`config.mk`:
```
export PLATFORM = sky130hd
export DESIGN_NAME = iommu_id_and_top_config_regs
export DESIGN_NICKNAME = d
export VERILOG_FILES = /design/src/idreg_pkg.sv /design/src/privilege_configuration_resolve.sv /design/src/iommu_id_and_top_config_regs.sv
export SDC_FILE = /design/constraint.sdc
export NUM_CORES = 1
export LEC_CHECK = 0
export BUFFER_PORTS_ARGS = -buffer_cell sky130_fd_sc_hd__buf_2
export CAP_MARGIN = 5
export CORE_MARGIN = 10
export CORE_UTILIZATION = 30
export CTS_BUF_LIST = sky130_fd_sc_hd__clkbuf_4 sky130_fd_sc_hd__clkbuf_8 sky130_fd_sc_hd__clkbuf_16
export CTS_CLUSTER_DIAMETER = 60
export DETAILED_ROUTE_END_ITERATION = 12
export PLACE_DENSITY = 0.52
export RECOVER_POWER = 50
export SLEW_MARGIN = 10
export SYNTH_ARGS = -nofsm -noshare
export SYNTH_HDL_FRONTEND = slang
export SYNTH_SLANG_ARGS = --single-unit
```
`constraint.sdc`:
```
create_clock -name CORE_CLK -period 12.2 [get_ports CORE_CLK]
set_input_delay 0.61 -clock CORE_CLK [delete_from_list [all_inputs] [get_ports CORE_CLK]]
set_output_delay 0.61 -clock CORE_CLK [all_outputs]
set_load 0.05 [all_outputs]
```
`src/idreg_pkg.sv`:
```
// Constants and carriers for the identification and top config registers.
// Assumes a word-addressed plain register port with byte offsets.
package idreg_pkg;

   // Register byte offsets
   localparam logic [7:0] OFF_ID_TWO    = 8'h08;
   localparam logic [7:0] OFF_ID_THREE  = 8'h0c;
   localparam logic [7:0] OFF_ID_FOUR   = 8'h10;
   localparam logic [7:0] OFF_ID_FIVE   = 8'h14;
   localparam logic [7:0] OFF_ID_SIX    = 8'h18;
   localparam logic [7:0] OFF_ID_SEVEN  = 8'h1c;
   localparam logic [7:0] OFF_AUX_CFG   = 8'h20;
   localparam logic [7:0] OFF_AUX_ALIAS = 8'h24;
   localparam logic [7:0] OFF_TOP_CFG   = 8'h28;

   // Capability register two, revision and top config field positions
   localparam int POS_PAN_SUP    = 30;
   localparam int POS_COMPIDX    = 29;
   localparam int POS_HIER_ATTR  = 28;
   localparam int POS_HOST_EXT   = 27;
   localparam int POS_GRP_LO     = 16;
   localparam int POS_WIDE_VMID  = 15;
   localparam int POS_G64K       = 14;
   localparam int POS_G16K       = 13;
   localparam int POS_G4K        = 12;
   localparam int POS_UBS_LO     = 8;
   localparam int POS_OAS_LO     = 4;
   localparam int POS_IAS_LO     = 0;
   localparam int POS_MAJOR_LO   = 4;
   localparam int POS_BYP_SEC_LO = 28;

   // Codes and reset values
   localparam logic [3:0]  WIDTH_CODE_MAX = 4'h5;
   localparam logic [3:0]  UBS_CODE_64    = 4'hf;
   localparam logic [10:0] OVERLAY_GROUPS = 11'h080;
   localparam logic [1:0]  PCFG_PAN       = 2'h1;
   localparam logic [1:0]  PCFG_PRIV      = 2'h3;
   localparam logic [1:0]  BYP_DEFAULT    = 2'h0;
   localparam logic [1:0]  BYP_SECURE     = 2'h2;
   localparam logic [1:0]  BYP_NONSECURE  = 2'h3;
   localparam logic [31:0] AUX_RESET      = 32'h0000_0000;
   localparam logic [27:0] TOP_LOW_RESET  = 28'h000_0000;
   localparam logic [1:0]  BYP_SEC_RESET  = 2'h0;

   // Register port request
   typedef struct packed {
      logic [7:0]  addr;
      logic [31:0] wdata;
      logic        wr;
      logic        rd;
      logic        secure;
   } reg_req_t;

   // Transaction context for privilege resolution
   typedef struct packed {
      logic       valid;
      logic [1:0] privilege_configuration;
      logic       bypass_bank;
      logic       hypervisor_context_bank;
      logic       monitor_context_bank;
      logic       region_unpriv;
   } priv_ctx_t;

endpackage : idreg_pkg

```
`src/privilege_configuration_resolve.sv`:
```
// Resolves the effective privilege setting of one transaction.
// Assumes context fields are stable in the cycle they are valid.
`timescale 1ns/1ps
module privilege_configuration_resolve
   import idreg_pkg::*;
(
   // Clock and reset
   input  wire logic       clk,
   input  wire logic       rst,
   // Capability and context
   input  wire logic       priv_access_never_support,
   input  wire priv_ctx_t  ctx,
   // Result
   output logic [1:0]      eff_privilege_configuration,
   output logic            perm_fault
);

   wire       pan_code  = priv_access_never_support &
                          (ctx.privilege_configuration == PCFG_PAN);
   wire       no_levels = ctx.hypervisor_context_bank |
                          ctx.monitor_context_bank;
   wire       two_level = ~ctx.bypass_bank & ~no_levels;
   // Redefined code acts as privileged everywhere
   wire [1:0] eff_nxt   = pan_code ? PCFG_PRIV :
                          ctx.privilege_configuration;
   wire       fault_nxt = ctx.valid & pan_code & two_level &
                          ctx.region_unpriv;

   always_ff @(posedge clk or posedge rst) begin
      if (rst) begin
         eff_privilege_configuration <= 2'h0;
         perm_fault  <= 1'b0;
      end else begin
         eff_privilege_configuration <= eff_nxt;
         perm_fault  <= fault_nxt;
      end
   end

endmodule : privilege_configuration_resolve

```
`src/iommu_id_and_top_config_regs.sv`:
```
// Capability identification, auxiliary and top-level config registers.
// Assumes a plain register port with read data one cycle after the strobe.
//
// Function
// Code 01 forces privileged, faults unprivileged regions
// Bypass banks treat code 01 as 11
// Hypervisor and monitor banks: 01 equals 11
// Compressed index bit hidden from Non-secure
// Bit 28 reports hierarchical attribute disable
// Bit 27 reports host-extension context
// Group count depends on access security
// Group count includes 128 overlay groups
// Group count zero without extended matching
// Bit 15 reports wide VM identifiers
// Bits 14..12 report granule support
// Upstream width codes 0..5 or 15
// Output width codes 0..5
// Intermediate width codes 0..5
// Register seven holds major, minor revision
// Auxiliary register banked, 32-bit read-write
// Top config banked per security state
// Bypass attribute only in Secure copy
// Bypass attribute codes steer transaction security
// Stream indexing only without stream matching
// Identification registers read-only constants
//
// The plain strobed port and the address map were chosen for this implementation.
`timescale 1ns/1ps
module iommu_id_and_top_config_regs
   import idreg_pkg::*;
#(
   parameter bit          TWO_SEC_STATES  = 1'b1,
   parameter bit          PAN_SUPPORT     = 1'b1,
   parameter bit          COMPIDX_SUPPORT = 1'b1,
   parameter bit          HIER_ATTR_SUP   = 1'b1,
   parameter bit          HOST_EXT_SUP    = 1'b0,
   parameter bit          EXT_MATCH_SUP   = 1'b1,
   parameter logic [10:0] EXT_GROUPS      = 11'h100,
   parameter bit          WIDE_VMID_SUP   = 1'b1,
   parameter bit          G64K_SUP        = 1'b1,
   parameter bit          G16K_SUP        = 1'b0,
   parameter bit          G4K_SUP         = 1'b1,
   parameter logic [3:0]  UBS_CODE        = 4'h2,
   parameter logic [3:0]  OAS_CODE        = 4'h2,
   parameter logic [3:0]  IAS_CODE        = 4'h2,
   parameter logic [3:0]  REV_MAJOR       = 4'h1,
   parameter logic [3:0]  REV_MINOR       = 4'h0,
   parameter bit          STREAM_MATCH    = 1'b1
)(
   // Clock and reset
   input  wire logic        CORE_CLK,
   input  wire logic        RST,
   // Register port
   input  wire reg_req_t    REQ,
   output logic [31:0]      RDATA,
   // Secure controls from elsewhere
   input  wire logic        NS_COMPIDX_OFF,
   input  wire logic [10:0] NS_EXT_GROUPS,
   // Transaction privilege context
   input  wire priv_ctx_t   PRIV_CTX,
   output logic [1:0]       EFF_PRIVILEGE_CONFIGURATION,
   output logic             PERM_FAULT,
   // Secure bypass transaction
   input  wire logic        BYP_VALID,
   input  wire logic        BYP_DEFAULT_NS,
   output logic            BYP_NS,
   // Capability status
   output logic             STREAM_INDEX_EN
);

   // Width code legality
   function automatic logic [3:0] width_code(input logic [3:0] c,
                                             input logic allow64);
      logic ok;
      ok = (c <= WIDTH_CODE_MAX) | (allow64 & (c == UBS_CODE_64));
      return ok ? c : 4'h0;
   endfunction : width_code

   // Constant capability values
   localparam logic [3:0] UBS_V = width_code(UBS_CODE, 1'b1);
   localparam logic [3:0] OAS_V = width_code(OAS_CODE, 1'b0);
   localparam logic [3:0] IAS_V = width_code(IAS_CODE, 1'b0);
   localparam logic [10:0] GRP_TOTAL =
      !EXT_MATCH_SUP ? 11'h000 :
      (EXT_GROUPS < OVERLAY_GROUPS) ? OVERLAY_GROUPS :
      EXT_GROUPS;

   // Access decode
   wire        eff_sec    = TWO_SEC_STATES ? REQ.secure : 1'b1;
   wire        hit_id2    = REQ.addr == OFF_ID_TWO;
   wire        hit_id7    = REQ.addr == OFF_ID_SEVEN;
   wire        hit_idrsv  = (REQ.addr == OFF_ID_THREE) |
                            (REQ.addr == OFF_ID_FOUR) |
                            (REQ.addr == OFF_ID_FIVE) |
                            (REQ.addr == OFF_ID_SIX);
   wire        hit_aux    = REQ.addr == OFF_AUX_CFG;
   wire        hit_alias  = (REQ.addr == OFF_AUX_ALIAS) & eff_sec &
                            TWO_SEC_STATES;
   wire        hit_top    = REQ.addr == OFF_TOP_CFG;

   // Bank selection
   wire        aux_s_sel  = hit_aux & eff_sec;
   wire        aux_ns_sel = (hit_aux & ~eff_sec) | hit_alias;
   wire        top_s_sel  = hit_top & eff_sec;
   wire        top_ns_sel = hit_top & ~eff_sec;

   // Register state
   logic [31:0] aux_s_r;
   logic [31:0] aux_ns_r;
   logic [27:0] top_s_low_r;
   logic [27:0] top_ns_low_r;
   logic [1:0]  byp_sec_r;
   logic [31:0] rdata_r;

   // Capability register two, security dependent
   wire        compidx_rd = COMPIDX_SUPPORT &
                            (eff_sec | ~NS_COMPIDX_OFF);
   wire [10:0] ns_grp     = (NS_EXT_GROUPS > GRP_TOTAL) ? GRP_TOTAL :
                            NS_EXT_GROUPS;
   wire [10:0] grp_rd     = eff_sec ? GRP_TOTAL : ns_grp;
   wire [31:0] id2_val;
   assign id2_val[31]                         = 1'b0;
   assign id2_val[POS_PAN_SUP]                = PAN_SUPPORT;
   assign id2_val[POS_COMPIDX]                = compidx_rd;
   assign id2_val[POS_HIER_ATTR]              = HIER_ATTR_SUP;
   assign id2_val[POS_HOST_EXT]               = HOST_EXT_SUP;
   assign id2_val[POS_GRP_LO +: 11]           = grp_rd;
   assign id2_val[POS_WIDE_VMID]              = WIDE_VMID_SUP;
   assign id2_val[POS_G64K]                   = G64K_SUP;
   assign id2_val[POS_G16K]                   = G16K_SUP;
   assign id2_val[POS_G4K]                    = G4K_SUP;
   assign id2_val[POS_UBS_LO +: 4]            = UBS_V;
   assign id2_val[POS_OAS_LO +: 4]            = OAS_V;
   assign id2_val[POS_IAS_LO +: 4]            = IAS_V;

   // Revision register, upper bits reserved
   wire [31:0] id7_val = {24'h00_0000, REV_MAJOR, REV_MINOR};

   // Top config read views; Non-secure copy hides bypass field
   wire [31:0] top_s_val  = {2'h0, byp_sec_r, top_s_low_r};
   wire [31:0] top_ns_val = {4'h0, top_ns_low_r};

   // Read mux; identification registers have no write path
   wire [31:0] rd_sel =
      hit_id2    ? id2_val :
      hit_id7    ? id7_val :
      hit_idrsv  ? 32'h0000_0000 :
      aux_s_sel  ? aux_s_r :
      aux_ns_sel ? aux_ns_r :
      top_s_sel  ? top_s_val :
      top_ns_sel ? top_ns_val :
      32'h0000_0000;
   wire [31:0] rdata_nxt = REQ.rd ? rd_sel : 32'h0000_0000;

   always_ff @(posedge CORE_CLK or posedge RST) begin
      if (RST) begin
         rdata_r <= 32'h0000_0000;
      end else begin
         rdata_r <= rdata_nxt;
      end
   end

   // Auxiliary register banks
   always_ff @(posedge CORE_CLK or posedge RST) begin
      if (RST) begin
         aux_s_r  <= AUX_RESET;
         aux_ns_r <= AUX_RESET;
      end else if (REQ.wr) begin
         if (aux_s_sel) aux_s_r <= REQ.wdata;
         if (aux_ns_sel) aux_ns_r <= REQ.wdata;
      end
   end

   // Top config banks
   always_ff @(posedge CORE_CLK or posedge RST) begin
      if (RST) begin
         top_s_low_r  <= TOP_LOW_RESET;
         top_ns_low_r <= TOP_LOW_RESET;
         byp_sec_r    <= BYP_SEC_RESET;
      end else if (REQ.wr) begin
         if (top_s_sel) begin
            top_s_low_r <= REQ.wdata[27:0];
            byp_sec_r   <= REQ.wdata[POS_BYP_SEC_LO +: 2];
         end
         if (top_ns_sel) top_ns_low_r <= REQ.wdata[27:0];
      end
   end

   // Secure bypass attribute steering; reserved code keeps default
   wire byp_ns_nxt =
      (byp_sec_r == BYP_SECURE)    ? 1'b0 :
      (byp_sec_r == BYP_NONSECURE) ? 1'b1 :
      BYP_DEFAULT_NS;
   logic byp_ns_r;
   always_ff @(posedge CORE_CLK or posedge RST) begin
      if (RST) begin
         byp_ns_r <= 1'b0;
      end else if (BYP_VALID) begin
         byp_ns_r <= byp_ns_nxt;
      end
   end

   // Privilege resolution
   privilege_configuration_resolve u_privilege_configuration (
      .clk                       (CORE_CLK),
      .rst                       (RST),
      .priv_access_never_support (PAN_SUPPORT),
      .ctx                       (PRIV_CTX),
      .eff_privilege_configuration               (EFF_PRIVILEGE_CONFIGURATION),
      .perm_fault                (PERM_FAULT)
   );

   assign RDATA           = rdata_r;
   assign BYP_NS          = byp_ns_r;
   assign STREAM_INDEX_EN = ~STREAM_MATCH;

   wire rd_id2_ns = REQ.rd & hit_id2 & ~eff_sec;
   wire rd_top_s  = REQ.rd & top_s_sel;
   wire wr_top_s  = REQ.wr & top_s_sel;
   wire pan_ctx   = PAN_SUPPORT &
                    (PRIV_CTX.privilege_configuration == PCFG_PAN);
endmodule : iommu_id_and_top_config_regs

```
### After elaboration in Yosys (flattened, before gate mapping)

Cells that the tools add are included.
W data, S select, Z words.

| operators by class | value |
|---|---|
| magnitude comparators | 1 |
| equal/unequal tests | 12 |
| mux-type cells | 13 |
| bitwise operators | 19 |
| reduce and logical (&&, ||, !) cells | 4 |

Operators by type and width:

| cell | count |
|---|---|
| $mux W32 | 6 |
| $eq A8 B5 Y1 const B | 4 |
| $mux W30 | 1 |
| $mux W28 | 1 |
| $eq A8 B6 Y1 const B | 3 |
| $mux W11 | 2 |
| $eq A8 B4 Y1 const B | 2 |
| $gt A11 B9 Y1 const B | 1 |
| $and A1 B1 Y1 | 9 |
| $reduce_and A2 Y1 | 4 |
| $or A1 B1 Y1 | 6 |
| $eq A2 B2 Y1 const B | 2 |
| $not A1 Y1 | 4 |
| $eq A2 B1 Y1 const B | 1 |
| $mux W1 | 2 |
| $mux W2 | 1 |

| word-level totals | value |
|---|---|
| bits in registers | 158 |
| input port bits | 66 |
| output and inout bits | 37 |
| word-level logic and storage cells | 58 |

### Longest topological paths before layout

| depth | value |
|---|---|
| word-level depth | 10 |
| gate-level depth with buffers | 7 |
| gate-level depth less buffers | 4 |

### By module

From an unflattened synthesis, not the netlist that was laid out.

| second synthesis, totals | value |
|---|---|
| cells, all modules | 513 |
| area, all modules | 7025.5 sq um |

By module, submodules not included:

| module | instances | cells each | area an instance (sq um) | sequential area each (sq um) |
|---|---|---|---|---|
| iommu_id_and_top_config_regs | 1 | 504 | 6900.4 | 3878.7 |
| privilege_configuration_resolve | 1 | 9 | 125.1 | 75.1 |

### Worst setup path after synthesis

Ideal clock, no wire load.

| timing | value |
|---|---|
| path kind | input port to flip-flop |
| from | input REQ[42] in the netlist's numbering |
| to | register aux_s_r[0] |
| library setup time | 125 ps |
| data arrival time | 2226 ps |
| setup slack | 9849 ps |
| stages on the path | 6 |
| buffers on the path | 2 |
| cells stage by stage | or4b_1 buf_2 nor4_4 nand2_2 buf_6 mux2_4 |

| on the way | value |
|---|---|
| longest elaborated chain between the ends | 3 |

RTL lines:

| element | RTL line | source |
|---|---|---|
| from (decl) | iommu_id_and_top_config_regs.sv:54 | `input wire reg_req_t REQ,` |
| $eq A8 B6 Y1 | iommu_id_and_top_config_regs.sv:96 | `wire hit_aux = REQ.addr == OFF_AUX_CFG;` |
| $and A1 B1 Y1 | iommu_id_and_top_config_regs.sv:102 | `wire aux_s_sel = hit_aux & eff_sec;` |
| $reduce_and A2 Y1 (no source line) | -- |  |
| to (signal assigned) | iommu_id_and_top_config_regs.sv:169 | `if (aux_s_sel) aux_s_r <= REQ.wdata;` |
| to (decl) | iommu_id_and_top_config_regs.sv:108 | `logic [31:0] aux_s_r;` |

No other way between the ends.
A chain may end at the register's enable or synchronous reset.

==> results.md <==
- Status: finished with violations
- Violated checks: capacitance limit, slew limit
- HPWL after DPL: roughly 12,000 µm
- Yosys reg bits: about 160
- Clock slew at reported path FFs: about 0.06 ns
- Inst Count DP: a little over 900
- Resized cells post-CTS: 0
- Initial DRC count: 255
- Power density cells: 139 nW/µm²
- Most common cell in the synthesized netlist: dfrtp_1
- Synth cell count leaders: dfrtp_1, mux2_2, mux2_4
- Worst slack at placement: around 8.4 ns
- Share of cells above drive strength 1: 0.393
- Initial DRT Pass Iterations: 4
- GRT overflow: 0
- Final net count: slightly below 700
- First-pass GRT wire length: roughly 30,000 µm
- Synth area leaders: dfrtp_1, mux2_2, mux2_4
- Warnings from Yosys: 0
- Startpoint Class: input port
- Slowest CP cell: clkinvlp_2
- H-tree depth: 4
- Smallest setup slack after layout: between 6 and 7 ns
- Final Hold Fails: 0
- Fraction of registers with async set/reset: 1.00
- Register area: 3950 µm²
- I/O pin total: ~100
- Core area: 23,300 µm²
- Syn Nets: 593
- Syn Inst Count: 527
- Die Ht: around 170 µm
- DR vias: 4,659
- Max Fclk: between 150 and 200 MHz
- Finish-stage setup viols: 0
- Final TNS setup: 0 ns
- Switching power: between 0.2 and 0.3 mW
- Crit path capture type: asynchronous set/reset pin
- Buffers and inverters on the worst path: 3
- Pin count of the biggest net entering global routing: 109
- Final Cycle Share: 0.456
- Syn_area_per_cell: approximately 13 µm²
- Crit Path Class: input port to asynchronous set/reset pin
- Top-area cell type share of the netlist area: 0.559
- CTS hold repair buffers: 0
- Synth cell types: 49
- Die area: 30,100 µm²
- Clock Latency Late Sink: approximately 0.42 ns
- Routed vias/inst: 4.91
- Critical Path, Cell by Cell: buf_2 > clkinvlp_2 > clkbuf_1
- Internal power component: between 0.8 and 0.9 mW
- Area Overhead vs Synth: 18.4%
- Postcts setup bufs: 0
- Routed wire length: between 15,000 and 20,000 µm
- Final min period: between 5 and 6 ns
- Post-Syn Area: between 7000 and 8000 µm²
- Number of port buffers: ~100
- Worst Max-Slew Pin Slew: around 4.7 ns
- Post-synthesis sequential area ratio: 0.559
- Max-slew headroom at the worst pin: -2.16
- Top_reg_cell synth: dfrtp_1
- Critical path required time: between 10 and 15 ns
- Clock network power share: 0.468
- CTS tree: yes
- Worst path top cell family by delay: buffers and inverters
- Worst-case clock buffer depth: 2
- Hold WC Path Type: input port to register
- Initial Util: 0.303
- Cell taking the most area after synthesis: dfrtp_1
- VDD IR max: 0.0908 mV
- EDFF count, synth: 0
- Die W: between 150 and 200 µm
- Drt drc: 0
- Avg WL per Cell: 19.7 µm
- Switch share: 0.228
- Sequential share of power: 0.469
- Initial antenna violation count: 4
- Post-route non-filler standard cell count: 948
- Root buf cell: clkbuf_16
- Total power: between 1 and 1.5 mW
- Slew Limit Fails: ~160
- Final setup skew: 0.00616 ns
- Total CTS buffers: 17
- Vias in the first global route: about 5,100
- Fillers: approximately 2,300
- Data arrival, critical path: 5.52 ns
- Max FO, Critical Path: about 110
- Multi-input logic area: around 3000 µm²
- CP peak stage delay: between 2 and 3 ns
- Antenna viol nets, final: 0
- Unrepaired setup endpoints after global routing: false
- # Max-Cap Violations: 2
- Num Clock Sinks: ~160
- Rows: 56
- Leakage Power: between 4 and 5 nW
- GRT Total Usage: 0.125
- Combinational share of power: 0.063
- Placer Congestion: around 0.76
==> cell families after synthesis <==
group / synth area share
and+or+nand+nor: 0.0642
muxes: 0.255
DFF: 0.559
adders and majority gates: 0.00141
AOI/OAI and AO/OA: 0.0907
buffers and inverters: 0.0285
xor gates and xnor gates: 0.00124
other: 0.000530
==> per-layer routing <==
| layer | track usage | vias up | routed length [µm] |
|---|---|---|---|
| met3 | 0.0403 | 15 | 1280 |
| li1 | - | 2116 | - |
| met2 | 0.195 | 144 | 8610 |
| met1 | 0.163 | 2378 | 8630 |
| met4 | 0.0314 | 6 | 108 |
| met5 | 0 | - | 45 |
==> final cells by class <==
type,instances,share of cell area
antenna,1,0.000299
tap,319,0.0476
clock inverter,11,0.0169
inverter,3,0.00149
multi-input combinational,331,0.349
timing repair buffer,105,0.0579
clock buffer,20,0.0549
sequential,158,0.472
==> layout by cell type (no fill, tap or decap), types with 2 or more instances in the layout <==
cell type and count:
nor2b_1 2, buf_4 3, a22oi_1 22, and3_1 2, clkbuf_8 2, inv_1 2
nand2_1 21, o21ai_0 18, mux2_4 30, nor3_1 2, o22a_1 3, nand3_1 12
clkbuf_1 38, o21a_1 6, clkinv_2 4, dfrtp_1 158, bufinv_16 3, o21bai_1 2
clkbuf_16 17, clkinvlp_4 3, mux2i_1 17, nor4b_1 2, buf_2 64, mux2_2 105
a21oi_1 29, or2_2 3, a2111oi_0 11, or4_1 6, nor2_1 14
==> metrics by stage <==
step | hold WS (ns) | instance area, µm² | util
final | 0.338 | 8380 | 0.359
after global placement | 0.482 | 7830 | 0.336
after detailed placement | 0.490 | 7830 | 0.336
after global routing | 0.329 | 8380 | 0.359
after floorplan | 0.473 | 7080 | -
after CTS | 0.312 | 8430 | 0.361
==> registers in the layout, summed over array words and instances, names as in the netlist <==
name	count
BYP_NS	1
RDATA	32
aux_ns_r	32
aux_s_r	32
byp_sec_r	2
top_ns_low_r	28
top_s_low_r	28
u_privilege_configuration.eff_privilege_configuration	2
u_privilege_configuration.perm_fault	1
==> power by group through the flow <==
stage | registers (mW) | clock network [mW] | logic, mW
finish | 0.546 | 0.545 | 0.0729
detailed placement | 0.555 | 0 | 0.0746
global placement | 0.554 | 0 | 0.0719
global route | 0.547 | 0.582 | 0.0809
floorplan | 0.556 | 0 | 0.0417
CTS | 0.546 | 0.557 | 0.0747
==> worst paths after layout <==
check                                                  start                     endpoint  slack, ns  cells after the start
worst max register to register  top_ns_low_r[22]$_DFFE_PP0P_          RDATA[22]$_DFF_PP0_      10.91                      4
min in group asynchronous                                RST   asynchronous set/reset pin       1.61                      2
max in group CORE_CLK                                 REQ[0]       aux_s_r[1]$_DFFE_PP0P_       8.89                      7
worst min-delay path                             PRIV_CTX[4]                     register       0.34                      1
worst max-delay path                                     RST   top_s_low_r[5]$_DFFE_PP0P_       6.63                      3
worst min register to register   top_ns_low_r[0]$_DFFE_PP0P_  top_ns_low_r[0]$_DFFE_PP0P_       0.50                      1
No activity file was read; power rests on OpenSTA's default activity.
